**config.mk**
```make
export PLATFORM = sky130hd
export DESIGN_NAME = flash_option_and_fault_injection
export DESIGN_NICKNAME = d
export VERILOG_FILES = /design/src/flash_opt_pkg.sv /design/src/opt_loader.sv /design/src/fault_flags.sv /design/src/flash_option_and_fault_injection.sv
export SDC_FILE = /design/constraint.sdc
export NUM_CORES = 1
export LEC_CHECK = 0
export ABC_CLOCK_PERIOD_IN_PS = 3300
export BUFFER_PORTS_ARGS = -buffer_cell sky130_fd_sc_hd__buf_4
export CAP_MARGIN = 10
export CORE_ASPECT_RATIO = 1.2
export CORE_MARGIN = 5
export CORE_UTILIZATION = 48
export DETAILED_ROUTE_END_ITERATION = 6
export GPL_ROUTABILITY_DRIVEN = 0
export PLACE_DENSITY = 0.95
export SLEW_MARGIN = 20
export SYNTH_ARGS = -nofsm -noshare
export SYNTH_HDL_FRONTEND = slang
export SYNTH_SLANG_ARGS = --single-unit
```
**constraint.sdc**
```tcl
create_clock -name core_clk -period 3.3 [get_ports core_clk]
set_input_delay 0.33 -clock core_clk [delete_from_list [all_inputs] [get_ports core_clk]]
set_output_delay 0.33 -clock core_clk [all_outputs]
set_load 0.05 [all_outputs]
```
**src/flash_opt_pkg.sv**
```systemverilog
/*
 package for the flash option and fault injection block: register offsets,
 field positions, reset values and bus carriers. assumes a 32-bit AXI4-Lite bus.
*/
package flash_opt_pkg;
	localparam logic [7:0] OPT_ADDR = 8'h00;
	localparam logic [7:0] CFG_ADDR = 8'h04;
	localparam logic [7:0] ERRCFG_ADDR = 8'h08;
	localparam logic [7:0] ERRSTAT_ADDR = 8'h0C;
	localparam logic [7:0] STAT_ADDR = 8'h10;
	localparam int CMD_IE_BIT = 7;
	localparam int IGN_SF_BIT = 4;
	localparam int FORCE_DF_BIT = 1;
	localparam int FORCE_SF_BIT = 0;
	localparam int DF_BIT = 1;
	localparam int SF_BIT = 0;
	localparam int CMD_DONE_BIT = 7;
	localparam logic [7:0] CFG_MASK = 8'h93;
	localparam logic [7:0] ERRCFG_MASK = 8'h03;
	localparam logic [7:0] CFG_RESET = 8'h00;
	localparam logic [7:0] ERRCFG_RESET = 8'h00;
	localparam logic [7:0] OPT_FAULT = 8'hFF;
	localparam logic [17:0] OPT_NV_LOC = 18'h3FF0E;
	localparam logic [1:0] RESP_OKAY = 2'h0;
	localparam logic [1:0] RESP_SLVERR = 2'h2;
	typedef struct packed {
		logic [7:0] addr;
		logic [31:0] data;
		logic [3:0] strb;
	} wreq_s;
	typedef struct packed {
		logic sbf;
		logic dbf;
	} fault_s;
	typedef enum logic [1:0] {
		LD_IDLE = 2'b00,
		LD_WAIT = 2'b01,
		LD_DONE = 2'b11
	} load_e;
endpackage

```
**src/opt_loader.sv**
```systemverilog
/*
 option byte loader: after reset, fetches the nonvolatile option byte and
 captures it, or all ones on a double fault. assumes the array answers with
 a one-cycle valid pulse.
*/
`timescale 1ns/100ps
module opt_loader
	import flash_opt_pkg::*;
(
	input wire logic core_clk,
	input wire logic rst,
	output logic nvReq,
	output logic [17:0] nvAddr,
	input wire logic nvValid,
	input wire logic [7:0] nvData,
	input wire logic nvDoubleFault,
	output logic [7:0] optValue,
	output logic loaded
);
	load_e state;
	load_e next_state;
	wire captureNow = (state == LD_WAIT) && nvValid;
	always_comb begin
		next_state = state;
		case (state)
			LD_IDLE: next_state = LD_WAIT;
			LD_WAIT: if (nvValid) next_state = LD_DONE;
			LD_DONE: next_state = LD_DONE;
			default: next_state = LD_IDLE;
		endcase
	end
	always_ff @(posedge core_clk) begin
		if (rst) state <= LD_IDLE;
		else state <= next_state;
	end
	always_ff @(posedge core_clk) begin
		if (rst) begin
			optValue <= 8'h00;
			nvReq <= 1'b0;
			nvAddr <= 18'h00000;
			loaded <= 1'b0;
		end else begin
			nvReq <= (next_state == LD_WAIT) && !captureNow;
			nvAddr <= OPT_NV_LOC;
			loaded <= (next_state == LD_DONE);
			if (captureNow) optValue <= nvDoubleFault ? OPT_FAULT : nvData;
		end
	end
	optLoadFault_a: assert property (@(posedge core_clk) disable iff (rst)
		captureNow && nvDoubleFault |=> optValue == OPT_FAULT)
		else $error("option byte not all ones after double fault");
	optLoadData_a: assert property (@(posedge core_clk) disable iff (rst)
		captureNow && !nvDoubleFault |=> optValue == $past(nvData) && loaded)
		else $error("option byte not loaded from array");
endmodule // opt_loader

```
**src/fault_flags.sv**
```systemverilog
/*
 fault flag logic: sticky single and double fault flags set by array reads,
 forced or real, cleared by write-one. assumes read strobes are one cycle.
*/
`timescale 1ns/100ps
module fault_flags
	import flash_opt_pkg::*;
(
	input wire logic core_clk,
	input wire logic rst,
	input wire logic readDone,
	input wire fault_s readFault,
	input wire logic forceSf,
	input wire logic forceDf,
	input wire logic ignoreSf,
	input wire fault_s clearFlags,
	output fault_s flags
);
	wire setSf = readDone && (forceSf || (readFault.sbf && !ignoreSf));
	wire setDf = readDone && (forceDf || readFault.dbf);
	always_ff @(posedge core_clk) begin
		if (rst) flags <= '0;
		else begin
			flags.sbf <= setSf || (flags.sbf && !clearFlags.sbf);
			flags.dbf <= setDf || (flags.dbf && !clearFlags.dbf);
		end
	end
	forceSingle_a: assert property (@(posedge core_clk) disable iff (rst)
		readDone && forceSf |=> flags.sbf)
		else $error("forced single fault flag not set");
	forceDouble_a: assert property (@(posedge core_clk) disable iff (rst)
		readDone && forceDf |=> flags.dbf)
		else $error("forced double fault flag not set");
	ignoreSingle_a: assert property (@(posedge core_clk) disable iff (rst)
		!flags.sbf && !(readDone && forceSf) ##0 ignoreSf |=> !flags.sbf)
		else $error("single fault reported while ignored");
	realDouble_a: assert property (@(posedge core_clk) disable iff (rst)
		!flags.dbf && !forceDf && !(readDone && readFault.dbf) |=> !flags.dbf)
		else $error("double fault flag set without cause");
endmodule // fault_flags

```
**src/flash_option_and_fault_injection.sv**
```systemverilog
/*
 flash option and fault injection block: option byte, configuration and
 error configuration registers behind an AXI4-Lite slave, fault flags and
 interrupt request outputs. assumes array read and command done indications
 come from logic on core_clk.
*/
// The implementer's own choices: register access over AXI4-Lite and the register addresses.
`timescale 1ns/100ps
// Overview of operation
// - option byte is loaded from the nonvolatile location after reset is released
// - a double fault during that load sets every option bit
// - option byte is readable, writes to it are ignored
// - command done interrupt requested when enabled and done flag set
// - ignore bit suppresses real single fault reporting and its interrupt, forced single faults still set the flag
// - force double bit makes each array read set double fault flag
// - without force, only real double faults set the double flag
// - force double bit clears only by software writing zero
// - force single bit makes each array read set single fault flag
// - without force, only real single faults set the single flag
// - force single bit clears only by software writing zero
// - error configuration register enables error interrupts, read and write
module flash_option_and_fault_injection
	import flash_opt_pkg::*;
(
	input wire logic core_clk,
	input wire logic rst,
	input wire logic [7:0] s_axi_awaddr,
	input wire logic s_axi_awvalid,
	output logic s_axi_awready,
	input wire logic [31:0] s_axi_wdata,
	input wire logic [3:0] s_axi_wstrb,
	input wire logic s_axi_wvalid,
	output logic s_axi_wready,
	output logic [1:0] s_axi_bresp,
	output logic s_axi_bvalid,
	input wire logic s_axi_bready,
	input wire logic [7:0] s_axi_araddr,
	input wire logic s_axi_arvalid,
	output logic s_axi_arready,
	output logic [31:0] s_axi_rdata,
	output logic [1:0] s_axi_rresp,
	output logic s_axi_rvalid,
	input wire logic s_axi_rready,
	output logic nvReq,
	output logic [17:0] nvAddr,
	input wire logic nvValid,
	input wire logic [7:0] nvData,
	input wire logic nvDoubleFault,
	input wire logic readDone,
	input wire logic readSbf,
	input wire logic readDbf,
	input wire logic cmdDone,
	output logic cmdIrq,
	output logic errIrq
);
	logic [7:0] flash_config_reg;
	logic [7:0] error_config_reg;
	logic cmd_done_flag;
	logic awHeld;
	logic wHeld;
	wreq_s wr;
	fault_s error_status_reg;
	fault_s clearFlags;
	fault_s arrayFault;
	logic [7:0] option_byte_reg;
	logic loaded;

	wire cmd_done_irq_en = flash_config_reg[CMD_IE_BIT];
	wire ignore_single_fault = flash_config_reg[IGN_SF_BIT];
	wire force_double_fault = flash_config_reg[FORCE_DF_BIT];
	wire force_single_fault = flash_config_reg[FORCE_SF_BIT];
	wire single_fault_irq_en = error_config_reg[SF_BIT];
	wire double_fault_irq_en = error_config_reg[DF_BIT];

	// write channel capture: address and data taken in either order
	wire awTake = s_axi_awvalid && s_axi_awready;
	wire wTake = s_axi_wvalid && s_axi_wready;
	wire [7:0] wAddr = awTake ? s_axi_awaddr : wr.addr;
	wire [31:0] wData = wTake ? s_axi_wdata : wr.data;
	wire [3:0] wStrb = wTake ? s_axi_wstrb : wr.strb;
	wire haveAw = awTake || awHeld;
	wire haveW = wTake || wHeld;
	wire doWrite = haveAw && haveW && !s_axi_bvalid;
	wire lane0 = wStrb[0];
	wire wrCfg = doWrite && lane0 && (wAddr == CFG_ADDR);
	wire wrErrCfg = doWrite && lane0 && (wAddr == ERRCFG_ADDR);
	wire wrErrStat = doWrite && lane0 && (wAddr == ERRSTAT_ADDR);
	wire wrStat = doWrite && lane0 && (wAddr == STAT_ADDR);
	wire wMapped = (wAddr == OPT_ADDR) || (wAddr == CFG_ADDR) || (wAddr == ERRCFG_ADDR)
		|| (wAddr == ERRSTAT_ADDR) || (wAddr == STAT_ADDR);
	wire [7:0] cfgWrite = wData[7:0] & CFG_MASK;
	wire [7:0] errCfgWrite = wData[7:0] & ERRCFG_MASK;
	assign clearFlags.sbf = wrErrStat && wData[SF_BIT];
	assign clearFlags.dbf = wrErrStat && wData[DF_BIT];
	assign arrayFault.sbf = readSbf;
	assign arrayFault.dbf = readDbf;
	wire clearDone = wrStat && wData[CMD_DONE_BIT];

	// read decode
	wire arTake = s_axi_arvalid && s_axi_arready;
	wire rdOpt = s_axi_araddr == OPT_ADDR;
	wire rdCfg = s_axi_araddr == CFG_ADDR;
	wire rdErrCfg = s_axi_araddr == ERRCFG_ADDR;
	wire rdErrStat = s_axi_araddr == ERRSTAT_ADDR;
	wire rdStat = s_axi_araddr == STAT_ADDR;
	wire rMapped = rdOpt || rdCfg || rdErrCfg || rdErrStat || rdStat;
	wire [7:0] errStatByte = {6'h00, error_status_reg.dbf, error_status_reg.sbf};
	wire [7:0] statByte = {cmd_done_flag, 7'h00};
	wire [7:0] rdByte = rdOpt ? option_byte_reg :
		rdCfg ? flash_config_reg :
		rdErrCfg ? error_config_reg :
		rdErrStat ? errStatByte :
		rdStat ? statByte : 8'h00;

	wire next_errIrq = (error_status_reg.sbf && single_fault_irq_en)
		|| (error_status_reg.dbf && double_fault_irq_en);
	wire next_cmdIrq = cmd_done_flag && cmd_done_irq_en;

	opt_loader loader (
		.core_clk(core_clk),
		.rst(rst),
		.nvReq(nvReq),
		.nvAddr(nvAddr),
		.nvValid(nvValid),
		.nvData(nvData),
		.nvDoubleFault(nvDoubleFault),
		.optValue(option_byte_reg),
		.loaded(loaded)
	);

	fault_flags faults (
		.core_clk(core_clk),
		.rst(rst),
		.readDone(readDone),
		.readFault(arrayFault),
		.forceSf(force_single_fault),
		.forceDf(force_double_fault),
		.ignoreSf(ignore_single_fault),
		.clearFlags(clearFlags),
		.flags(error_status_reg)
	);

	// write address and data holding
	always_ff @(posedge core_clk) begin
		if (rst) begin
			awHeld <= 1'b0;
			wHeld <= 1'b0;
			wr <= '0;
			s_axi_awready <= 1'b0;
			s_axi_wready <= 1'b0;
		end else begin
			if (awTake) wr.addr <= s_axi_awaddr;
			if (wTake) begin
				wr.data <= s_axi_wdata;
				wr.strb <= s_axi_wstrb;
			end
			awHeld <= haveAw && !doWrite;
			wHeld <= haveW && !doWrite;
			s_axi_awready <= !(haveAw && !doWrite) && !s_axi_awready;
			s_axi_wready <= !(haveW && !doWrite) && !s_axi_wready;
		end
	end

	// write response
	always_ff @(posedge core_clk) begin
		if (rst) begin
			s_axi_bvalid <= 1'b0;
			s_axi_bresp <= RESP_OKAY;
		end else if (doWrite) begin
			s_axi_bvalid <= 1'b1;
			s_axi_bresp <= wMapped ? RESP_OKAY : RESP_SLVERR;
		end else if (s_axi_bready) begin
			s_axi_bvalid <= 1'b0;
		end
	end

	always_ff @(posedge core_clk) begin
		if (rst) begin
			flash_config_reg <= CFG_RESET;
			error_config_reg <= ERRCFG_RESET;
		end else begin
			// force bits follow software writes only
			if (wrCfg) flash_config_reg <= cfgWrite;
			if (wrErrCfg) error_config_reg <= errCfgWrite;
		end
	end

	// command done flag, set beats write-one clear
	always_ff @(posedge core_clk) begin
		if (rst) cmd_done_flag <= 1'b0;
		else cmd_done_flag <= cmdDone || (cmd_done_flag && !clearDone);
	end

	// read channel
	always_ff @(posedge core_clk) begin
		if (rst) begin
			s_axi_arready <= 1'b0;
			s_axi_rvalid <= 1'b0;
			s_axi_rdata <= 32'h00000000;
			s_axi_rresp <= RESP_OKAY;
		end else begin
			s_axi_arready <= !s_axi_rvalid && !s_axi_arready && !s_axi_arvalid ? 1'b1 :
				(!s_axi_rvalid && !arTake);
			if (arTake) begin
				s_axi_rvalid <= 1'b1;
				s_axi_rdata <= {24'h000000, rdByte};
				s_axi_rresp <= rMapped ? RESP_OKAY : RESP_SLVERR;
			end else if (s_axi_rready) begin
				s_axi_rvalid <= 1'b0;
			end
		end
	end

	always_ff @(posedge core_clk) begin
		if (rst) begin
			cmdIrq <= 1'b0;
			errIrq <= 1'b0;
		end else begin
			cmdIrq <= next_cmdIrq;
			errIrq <= next_errIrq;
		end
	end

	// register and flag checks
	cmdIrqFollow_a: assert property (@(posedge core_clk) disable iff (rst)
		cmd_done_flag && cmd_done_irq_en |=> cmdIrq)
		else $error("command done interrupt missing");
	cmdIrqMask_a: assert property (@(posedge core_clk) disable iff (rst)
		!cmd_done_irq_en |=> !cmdIrq)
		else $error("command done interrupt while disabled");
	cmdDoneSet_a: assert property (@(posedge core_clk) disable iff (rst)
		cmdDone |=> cmd_done_flag)
		else $error("command done flag not set");
	optNoWrite_a: assert property (@(posedge core_clk) disable iff (rst)
		loaded && $past(loaded) |-> $stable(option_byte_reg))
		else $error("option byte changed after load");
	optWriteIgnored_a: assert property (@(posedge core_clk) disable iff (rst)
		doWrite && loaded && wAddr == OPT_ADDR |=> $stable(option_byte_reg))
		else $error("option byte changed by a write");
	optReadData_a: assert property (@(posedge core_clk) disable iff (rst)
		arTake && rdOpt |=> s_axi_rdata[7:0] == $past(option_byte_reg))
		else $error("option byte read data wrong");
	forceDfHold_a: assert property (@(posedge core_clk) disable iff (rst)
		force_double_fault && !wrCfg |=> force_double_fault)
		else $error("force double bit dropped without write");
	forceDfClear_a: assert property (@(posedge core_clk) disable iff (rst)
		wrCfg && !wData[FORCE_DF_BIT] |=> !force_double_fault)
		else $error("force double bit not cleared by write");
	forceSfHold_a: assert property (@(posedge core_clk) disable iff (rst)
		force_single_fault && !wrCfg |=> force_single_fault)
		else $error("force single bit dropped without write");
	forceSfClear_a: assert property (@(posedge core_clk) disable iff (rst)
		wrCfg && !wData[FORCE_SF_BIT] |=> !force_single_fault)
		else $error("force single bit not cleared by write");
	errCfgWrite_a: assert property (@(posedge core_clk) disable iff (rst)
		wrErrCfg |=> error_config_reg == $past(errCfgWrite))
		else $error("error config write lost");
	cfgReset_a: assert property (@(posedge core_clk)
		rst |=> flash_config_reg == CFG_RESET && error_config_reg == ERRCFG_RESET)
		else $error("configuration not cleared by reset");
	errIrqGate_a: assert property (@(posedge core_clk) disable iff (rst)
		error_status_reg.dbf && double_fault_irq_en |=> errIrq)
		else $error("double fault interrupt missing");
	sfIrqGate_a: assert property (@(posedge core_clk) disable iff (rst)
		error_status_reg.sbf && single_fault_irq_en |=> errIrq)
		else $error("single fault interrupt missing");
	errIrqMask_a: assert property (@(posedge core_clk) disable iff (rst)
		!(error_status_reg.sbf && single_fault_irq_en)
		&& !(error_status_reg.dbf && double_fault_irq_en) |=> !errIrq)
		else $error("error interrupt without enabled flag");
	dfClear_a: assert property (@(posedge core_clk) disable iff (rst)
		clearFlags.dbf && !(readDone && (force_double_fault || readDbf))
		|=> !error_status_reg.dbf)
		else $error("double fault flag not cleared");
	laneRefused_a: assert property (@(posedge core_clk) disable iff (rst)
		doWrite && !lane0 |=> $stable(flash_config_reg) && $stable(error_config_reg))
		else $error("write without lane zero strobe changed a register");
	cfgUnused_a: assert property (@(posedge core_clk) disable iff (rst)
		(flash_config_reg & ~CFG_MASK) == 8'h00)
		else $error("unassigned config bit set");

	// bus protocol checks
	readiesReset_a: assert property (@(posedge core_clk)
		rst |=> !s_axi_awready && !s_axi_wready && !s_axi_arready
		&& !s_axi_bvalid && !s_axi_rvalid)
		else $error("bus outputs active after reset");
	bvalidAfterWrite_a: assert property (@(posedge core_clk) disable iff (rst)
		doWrite |=> s_axi_bvalid)
		else $error("write response missing");
	bvalidHold_a: assert property (@(posedge core_clk) disable iff (rst)
		s_axi_bvalid && !s_axi_bready |=> s_axi_bvalid && $stable(s_axi_bresp))
		else $error("write response dropped before bready");
	rvalidHold_a: assert property (@(posedge core_clk) disable iff (rst)
		s_axi_rvalid && !s_axi_rready |=> s_axi_rvalid && $stable(s_axi_rdata))
		else $error("read data dropped before rready");
	rdataUpper_a: assert property (@(posedge core_clk) disable iff (rst)
		s_axi_rvalid |-> s_axi_rdata[31:8] == 24'h000000)
		else $error("read data upper bits not zero");
	unmappedWrite_a: assert property (@(posedge core_clk) disable iff (rst)
		doWrite && !wMapped |=> s_axi_bresp == RESP_SLVERR)
		else $error("unmapped write not refused");
	unmappedRead_a: assert property (@(posedge core_clk) disable iff (rst)
		arTake && !rMapped |=> s_axi_rresp == RESP_SLVERR && s_axi_rdata == 32'h00000000)
		else $error("unmapped read not refused");
endmodule // flash_option_and_fault_injection

```
* Word level (Yosys, flattened, before mapping) *
Index checks and enable logic that the tools add are counted.
W data, S select, Z words.

storage, ports and cells
  flip-flop bits (word level) = 76
  bits of input ports = 73
  output and inout bits = 62
  logic and storage cells = 121

cells by class
  equality and inequality tests = 11
  mux-type cells = 19
  reductions and logical operators = 67

operators with widths
  operator              count
  $mux W8               8
  $eq A8 B4 Y1 const B  4
  $logic_and A1 B1 Y1   31
  $mux W18              1
  $eq A8 B3 Y1 const B  2
  $eq A8 B5 Y1 const B  2
  $logic_not A8 Y1      2
  $logic_or A1 B1 Y1    16
  $logic_not A1 Y1      15
  $mux W1               6
  $mux W2               3
  $pmux W2 S3           1
  $eq A2 B1 Y1 const B  2
  $reduce_bool A2 Y1    2
  $eq A2 B2 Y1 const B  1
  $logic_not A2 Y1      1

* Longest topological paths before layout *
Gate-level depths: netlist of the first run.

  depth after elaboration = 10
  gate-level depth with buffers = 6
  gate-level depth less buffers = 5

* Hierarchy *
Synthesis of the first run repeated with hierarchy kept, for this count alone.

unflattened totals
  cell total of the unflattened synthesis = 289
  area total of the unflattened synthesis = 2643.8 µm²

by module, submodules not included
  module                            instances  cells an instance  area each (µm²)  sequential area each (µm²)
  flash_option_and_fault_injection  1          213                1904.3           780.7
  opt_loader                        1          67                 659.4            260.2
  fault_flags                       1          9                  80.1             40.0

* Worst setup path before layout of the first run *
Ideal clock, no wire load.

  path type = reg2reg
  from = register s_axi_awready
  to = register flash_config_reg[4]
  library setup time = 0.123 ns
  arrival time = 1.825 ns
  path slack = 1.351 ns
  cell stages (with the launch flop) = 6
  cells stage by stage = dfxtp_1 and2_4 nand3_1 a221oi_4 nand3_2 mux2_1

on the way
  cells in the longest elaborated chain, start to end = 6
  elaborated cells between the ends (all ways) = 8

RTL lines
  item                                                             line                                     source
  from (decl)                                                      flash_option_and_fault_injection.sv:29   output logic s_axi_awready,
  from (signal assigned)                                           flash_option_and_fault_injection.sv:159  s_axi_awready <= !(haveAw && !doWrite) && !s_axi_awready;
  $logic_and A1 B1 Y1 (*)                                          flash_option_and_fault_injection.sv:76   wire awTake = s_axi_awvalid && s_axi_awready;
  parallel branches: the longest is 4 deep, another holds $mux W8  --
  $logic_and A1 B1 Y1 (*)                                          flash_option_and_fault_injection.sv:85   wire wrCfg = doWrite && lane0 && (wAddr == CFG_ADDR);
  to (signal assigned)                                             flash_option_and_fault_injection.sv:183  if (wrCfg) flash_config_reg <= cfgWrite;
  to (decl)                                                        flash_option_and_fault_injection.sv:56   logic [7:0] flash_config_reg;

Mark *: on every way between the ends.
A chain may end at the register's enable or synchronous reset.

* Worst setup path after layout of the first run *
  from = register s_axi_awready
  to = register faults.flags[1] in the netlist's numbering

on the way
  cells in the longest elaborated chain, start to end = 10
  elaborated cells between the ends (all ways) = 12

RTL lines
  item                                                             line                                    source
  $logic_and A1 B1 Y1 (*)                                          flash_option_and_fault_injection.sv:76
  parallel branches: the longest is 4 deep, another holds $mux W8  --
  $logic_and A1 B1 Y1 (*)                                          flash_option_and_fault_injection.sv:87  wire wrErrStat = doWrite && lane0 && (wAddr == ERRSTAT_ADDR);
  $logic_and A1 B1 Y1 (*)                                          flash_option_and_fault_injection.sv:93  assign clearFlags.sbf = wrErrStat && wData[SF_BIT];
  $logic_not A1 Y1 (*)                                             fault_flags.sv:24                       flags.sbf <= setSf || (flags.sbf && !clearFlags.sbf);
  $logic_and A1 B1 Y1 (*)                                          fault_flags.sv:24
  $logic_or A1 B1 Y1 (*)                                           fault_flags.sv:24
  to (decl)                                                        fault_flags.sv:17                       output fault_s flags

Marks and branches as above.

==> results of run 1 <==
[area by class of cell]
type / count / area (um2) / area share (%)
multi-input cells: 198 / 1150 / 39.0
flip-flops and latches: 53 / 1060 / 36.1
repair buffers: 72 / 541 / 18.4
well taps: 60 / 75.1 / 2.55
clock buffers: 6 / 72.6 / 2.47
inverters: 8 / 30.0 / 1.02
clock inverters: 2 / 13.8 / 0.468
[worst min path at each step]
stage                             from       endpoint  depth (start not counted)  slack, ns
after floorplan                nvValid   loader.nvReq                          1       0.43
after global placement    s_axi_rvalid  s_axi_arready                          1       0.44
after detailed placement        wr[42]         wr[42]                          2       0.45
after CTS                      nvValid   loader.nvReq                          2       0.21
after global routing           nvValid   loader.nvReq                          2       0.22
final                          nvValid   loader.nvReq                          2       0.23
[logic make-up after synthesis]
logic type             Yosys count
DFF                             53
buffers and inverters           61
muxes                           14
other                            1
AOI/OAI and AO/OA               48
and+or+nand+nor                105
[power groups by stage]
stage	Combinational, W	Clock (W)	Sequential, W
global route	0.000327	0.000398	0.000695
CTS	0.000307	0.000371	0.000691
finish	0.000306	0.000360	0.000690
floorplan	0.000234	0	0.000729
global placement	0.000300	0	0.000703
detailed placement	0.000305	0	0.000705
[metal layers]
metal	track usage [%]	part of all wire (%)	up-vias
met3	5.44	8.1	7
met2	28.7	54	75
met1	15.9	36	913
li1	-	-	1000
met4	6.52	1.4	0
met5	0	0	-
[synth_stat cells (6+ instances only)]
master and count:
dfxtp_1 53, buf_4 43, nor2_1 40, nand2_1 28, a21oi_1 18, a211oi_1 12
mux2i_1 9, inv_1 8, nand3_1 7, clkbuf_1 6, nor3_1 6
[per-stage QoR]
| step | instance area [um2] | instances | worst slack (ns) |
|---|---|---|---|
| after global placement | 2850 | 391 | 1.30 |
| after detailed placement | 2850 | 391 | 1.18 |
| after CTS | 2940 | 399 | 1.27 |
| final | 2940 | 399 | 1.25 |
| after global routing | 2940 | 399 | 1.11 |
| after floorplan | 2630 | 312 | 1.35 |
[worst max-delay path: stages (launching register included)]
cell and delay [ns]:
dfxtp_1 0.35, nand2_1 0.35, nand3_2 0.21, a221oi_4 0.44, nor4bb_1 0.44, o32ai_1 0.14
==> results.yml, run 1 <==
clock_network:
  holdBufCountCts: 0
  clock_latency_ns: 0.31
  cts_tree: "done"
  numCtsBuffers: 5
  htree_levels: 2
  ctsResizeCount: 0
  cts_sinks: 53
  post_cts_buffers: 0
  cts_root_buf: "clkbuf_8"
  cts_buffer_depth: 2
  cts.clk_slew.worst_paths_ns: 0.10
power:
  finalPower_w: 0.00136
  power.share.sequential_pct: 50.9
  comb_power_share_pct: 22.6
  pwr_density_cell_mw_per_mm2: 461
  p_leak_nw: 1.32
  sw_frac_of_total_pct: 33.0
  vdd_drop_max_uv: 300
  intPower_w: 0.000909
  clkPwrFrac_pct: 26.5
  p_switching_w: 0.000447
placed_design:
  io_buffers: 72
  dp_hpwl_um: 4230
logic_synthesis:
  synth_edf_count: 0
  syn_area_mm2: 0.00252
  ys.flop_type: "dfxtp_1"
  synth_xor_area_share_pct: 0
  yosysTopAreaCell: "dfxtp_1"
  synthSimpleGateAreaFrac_pct: 21.1
  netlist-cell-type-count: 40
  async_flop_share_pct: 0
  yosysWarnings: 0
  yosysSeqAreaShare_pct: 42.2
  syn_inst: 282
  synth-compound-area-share_pct: 13.2
  synth.area.mux_share_pct: 6.71
  ys_ff_latch: 53
  synth_top_family_by_area: "simple AND/OR/NAND/NOR gates"
  synth.area.top_cells: "dfxtp_1 42%, buf_4 13%, nor2_1 6.0%, nand2_1 4.2%, a21oi_1 3.6%"
  yosysTopAreaCellShare_pct: 42.2
  avgSynthCellArea_um2: 8.92
  synthAdderAreaFrac_pct: 0
route:
  drc: 0
  firstDrtPassIters: 4
  drtIter0Drc: 99
  wl_um: 5420
  wl_per_cell_um: 13.6
  vias_per_cell: 5.00
  ant_nets: 0
  vias: 1995
timing:
  hold_violations: 0
  fin_tns_setup_ns: 0
  relSlewSlack_pct: 40.3
  worst_hold_slack_ns: 0.227
  finClkSkew_ns: 0.0136
  fin_crit_sh_pct: 62.2
  slew_viol_final: 0
  max_freq_mhz: 487
  rsz0062_at_grt: "false"
  period_minus_slack_ns: 2.05
  worst_pin_slew_ns: 0.892
  setup_violations: 0
floorplanning:
  pin_count: 135
  die_area_mm2: 0.00680
  die_height_um: 89.3
  core-area_mm2: 0.00501
  start_util_pct: 50.2
  row_count: 28
  fp.dieW_um: 76.1
finish:
  largest_register: "wr"
  num-nets-final: 411
  drive_gt1_share_pct: 27.7
  num_antenna_cells: 0
  fin_util_pct: 58.7
  largest_reg_flops: 13
  final_common_cell: "buf_4"
  syn_to_final_growth_pct: 16.9
  final_cell_mix: "72 x buf_4, 53 x dfxtp_1, 40 x nor2_1"
  n_fill_cell: 476
  top_regs: "wr x13, loader.optValue x8, s_axi_rdata x8"
worst_setup_path:
  crit_path_end_kind: "flip-flop"
  timing.rr.end: "faults.flags[1]"
  setup.worst_path.class: "flip-flop to flip-flop"
  crit_path_max_fanout: 14
  start_kind: "flip-flop"
  critPathLaunch: "s_axi_awready"
  critPathRequiredTime_ns: 3.48
  arrival_ns: 2.23
  r2r_cells: 5
  crit_end: "faults.flags[1]"
  r2r_slack_ns: 1.25
  timing.rr.start: "s_axi_awready"
global_route:
  antenna_found_initial: 0
  grt_usage_pct: 15.5
  grt_pass1_vias: 1877
  gr-total-overflow: 0
  grt_max_degree: 49
  grt_pass1_wl_um: 8520
hold_path:
  hold_path_class: "input pin to flip-flop"
job:
  max-cap-violations: 0
run_status:
  status: "finished, final reports clean"
Note: power is estimated with default switching activity, not from simulation.
==> run 2: changes to the inputs <==
--- a/config.mk
+++ b/config.mk
@@ -5,15 +5,15 @@
 export SDC_FILE = /design/constraint.sdc
 export NUM_CORES = 1
 export LEC_CHECK = 0
-export ABC_CLOCK_PERIOD_IN_PS = 3300
+export ABC_CLOCK_PERIOD_IN_PS = 2100
 export BUFFER_PORTS_ARGS = -buffer_cell sky130_fd_sc_hd__buf_4
 export CAP_MARGIN = 10
 export CORE_ASPECT_RATIO = 1.2
 export CORE_MARGIN = 5
-export CORE_UTILIZATION = 48
+export CORE_UTILIZATION = 45
 export DETAILED_ROUTE_END_ITERATION = 6
 export GPL_ROUTABILITY_DRIVEN = 0
-export PLACE_DENSITY = 0.95
+export PLACE_DENSITY = 0.92
 export SLEW_MARGIN = 20
 export SYNTH_ARGS = -nofsm -noshare
 export SYNTH_HDL_FRONTEND = slang
==> constraint.sdc (replaced) <==
create_clock -name core_clk -period 2.1 [get_ports core_clk]
set_input_delay 0.21 -clock core_clk [delete_from_list [all_inputs] [get_ports core_clk]]
set_output_delay 0.21 -clock core_clk [all_outputs]
set_load 0.05 [all_outputs]
==> run 2 against run 1 <==
  * Global-route usage down 1.3 points
  * Worst hold slack got worse by 0.12 ns
  * Core utilization down 3.4 points
  * Critical path depth is the same
  * Critical path type unchanged
==> results.yml, run 2 (synthesis results as in run 1) <==
timing:
  fin_tns_setup_ns: 0
  rsz0062_at_grt: "false"
  worst_pin_slew_ns: 0.485
  max_freq_mhz: 540
  finClkSkew_ns: 0.00965
  period_minus_slack_ns: 1.85
  relSlewSlack_pct: 66.8
  fin_crit_sh_pct: 88.1
  setup_violations: 0
  hold_violations: 0
  slew_viol_final: 0
clock_network:
  cts_sinks: 53
  holdBufCountCts: 0
  cts_root_buf: "clkbuf_8"
  numCtsBuffers: 5
  ctsResizeCount: 0
  cts_tree: "done"
  post_cts_buffers: 0
  htree_levels: 2
  cts.clk_slew.worst_paths_ns: 0.09
  clock_latency_ns: 0.30
  cts_buffer_depth: 2
hold_path:
  min_from: "nvValid"
  whs_path_depth: 2
  hold_end: "loader.nvReq"
  hold_path_class: "input pin to flip-flop"
global_route:
  grt_usage_pct: 14.2
  grt_max_degree: 49
  grt_util_met1_pct: 15.4
  globalRouteMet2Util_pct: 26.0
  grt_pass1_vias: 1936
  grt_pass1_wl_um: 8420
  gr-total-overflow: 0
  busiest_layer: "met2"
  antenna_found_initial: 0
  use_met3_pct: 3.33
power:
  finalPower_w: 0.00216
  p_leak_nw: 1.33
  vdd_drop_max_uv: 347
  pwr_density_cell_mw_per_mm2: 728
route:
  vias_per_cell: 4.87
  wl_per_cell_um: 13.0
  drtIter0Drc: 50
  ant_nets: 0
  wl_um: 5250
  vias: 1961
  drc: 0
  firstDrtPassIters: 4
finish:
  largest_reg_flops: 13
  final_common_cell: "buf_4"
  finalNonFillerCells: 403
  num-nets-final: 413
  final_cell_mix: "74 x buf_4, 53 x dfxtp_1, 40 x nor2_1"
  num_antenna_cells: 0
  top_regs: "wr x13, loader.optValue x8, s_axi_rdata x8"
  design_area_mm2: 0.00297
  largest_register: "wr"
  syn_to_final_growth_pct: 18.0
  n_fill_cell: 492
  drive_gt1_share_pct: 28.4
worst_setup_path:
  slowest_stage: "a221oi_4"
  timing.rr.start: "s_axi_awready"
  arrival_ns: 2.05
  critPathRequiredTime_ns: 2.30
  cp_cell_sequence: "and2_4 > nand3_1 > a221oi_4 > nand3_2 > mux2_1"
  r2r_cells: 5
  crit_path_end_kind: "flip-flop"
  crit_path_max_fanout: 13
  timing.rr.end: "flash_config_reg[4]"
  max_stage_delay_ns: 0.40
  start_kind: "flip-flop"
  r2r_slack_ns: 0.25
  setup.worst_path.class: "flip-flop to flip-flop"
placed_design:
  placed_area_mm2: 0.00287
  io_buffers: 72
  placed_cells_incl_taps: 395
  dp_hpwl_um: 4130
floorplanning:
  die_area_mm2: 0.00719
  pin_count: 135
  fp.dieW_um: 78.3
  core-area_mm2: 0.00537
  row_count: 29
  start_util_pct: 46.9
  die_height_um: 91.9
job:
  max-cap-violations: 0
run_status:
  status: "finished, final reports clean"
==> run 2: cell types whose count changed in the layout (fill, tap and decap cells not counted) <==
cell	change
clkbuf_1	-1
clkbuf_8	+1
clkinv_4	+1
buf_4	+2
inv_6	-1
==> run 2: worst max-delay path by stage <==
stage,start,to,slack [ns]
2_1_floorplan,s_axi_awready,flash_config_reg[4],0.15
3_3_place_gp,s_axi_awready,flash_config_reg[4],0.29
3_5_place_dp,s_axi_awready,flash_config_reg[4],0.24
4_1_cts,s_axi_awready,flash_config_reg[4],0.24
5_1_grt,s_axi_awready,faults.flags[1],0.12
6_report,s_axi_awready,flash_config_reg[4],0.25
==> run 2: layout make-up <==
type | count | area (um2) | share of cell area [%]
Clock buffer | 6 | 82.6 | 2.78
Tap cell | 62 | 77.6 | 2.61
Sequential cell | 53 | 1060 | 35.8
Multi-Input combinational cell | 198 | 1150 | 38.7
Clock inverter | 2 | 13.8 | 0.464
Inverter | 8 | 30.0 | 1.01
Timing Repair Buffer | 74 | 556 | 18.7
==> run 2: metrics by stage <==
stage | setup slack, ns | utilization [%] | hold slack [ns]
3_3_place_gp | 0.285 | 53.5 | 0.413
6_report | 0.250 | 55.3 | 0.107
4_1_cts | 0.236 | 55.3 | 0.0960
3_5_place_dp | 0.243 | 53.5 | 0.430
5_1_grt | 0.122 | 55.3 | 0.0907
2_1_floorplan | 0.151 | - | 0.308
==> run 2: per-layer routing <==
metal,up-vias,share of wire (%)
met3,7,7.2
met5,-,0
met1,879,39
met2,70,53
li1,1005,-
met4,0,1.7
==> run 2: where the power goes <==
group / switching, W / internal, W / leakage (nW)
sequential: 0.0000332 / 0.00105 / 0.433
clock: 0.000326 / 0.000268 / 0.0512
combinational: 0.000341 / 0.000143 / 0.848
total: 0.000700 / 0.00146 / 1.33
==> run 2: critical path, delay by kind of cell, from the launching register on <==
family / cells / cell delay, ns
flip-flops: 1 / 0.38
multiplexers: 1 / 0.35
AND/OR/NAND/NOR: 3 / 0.61
AO/OA/AOI/OAI: 1 / 0.40
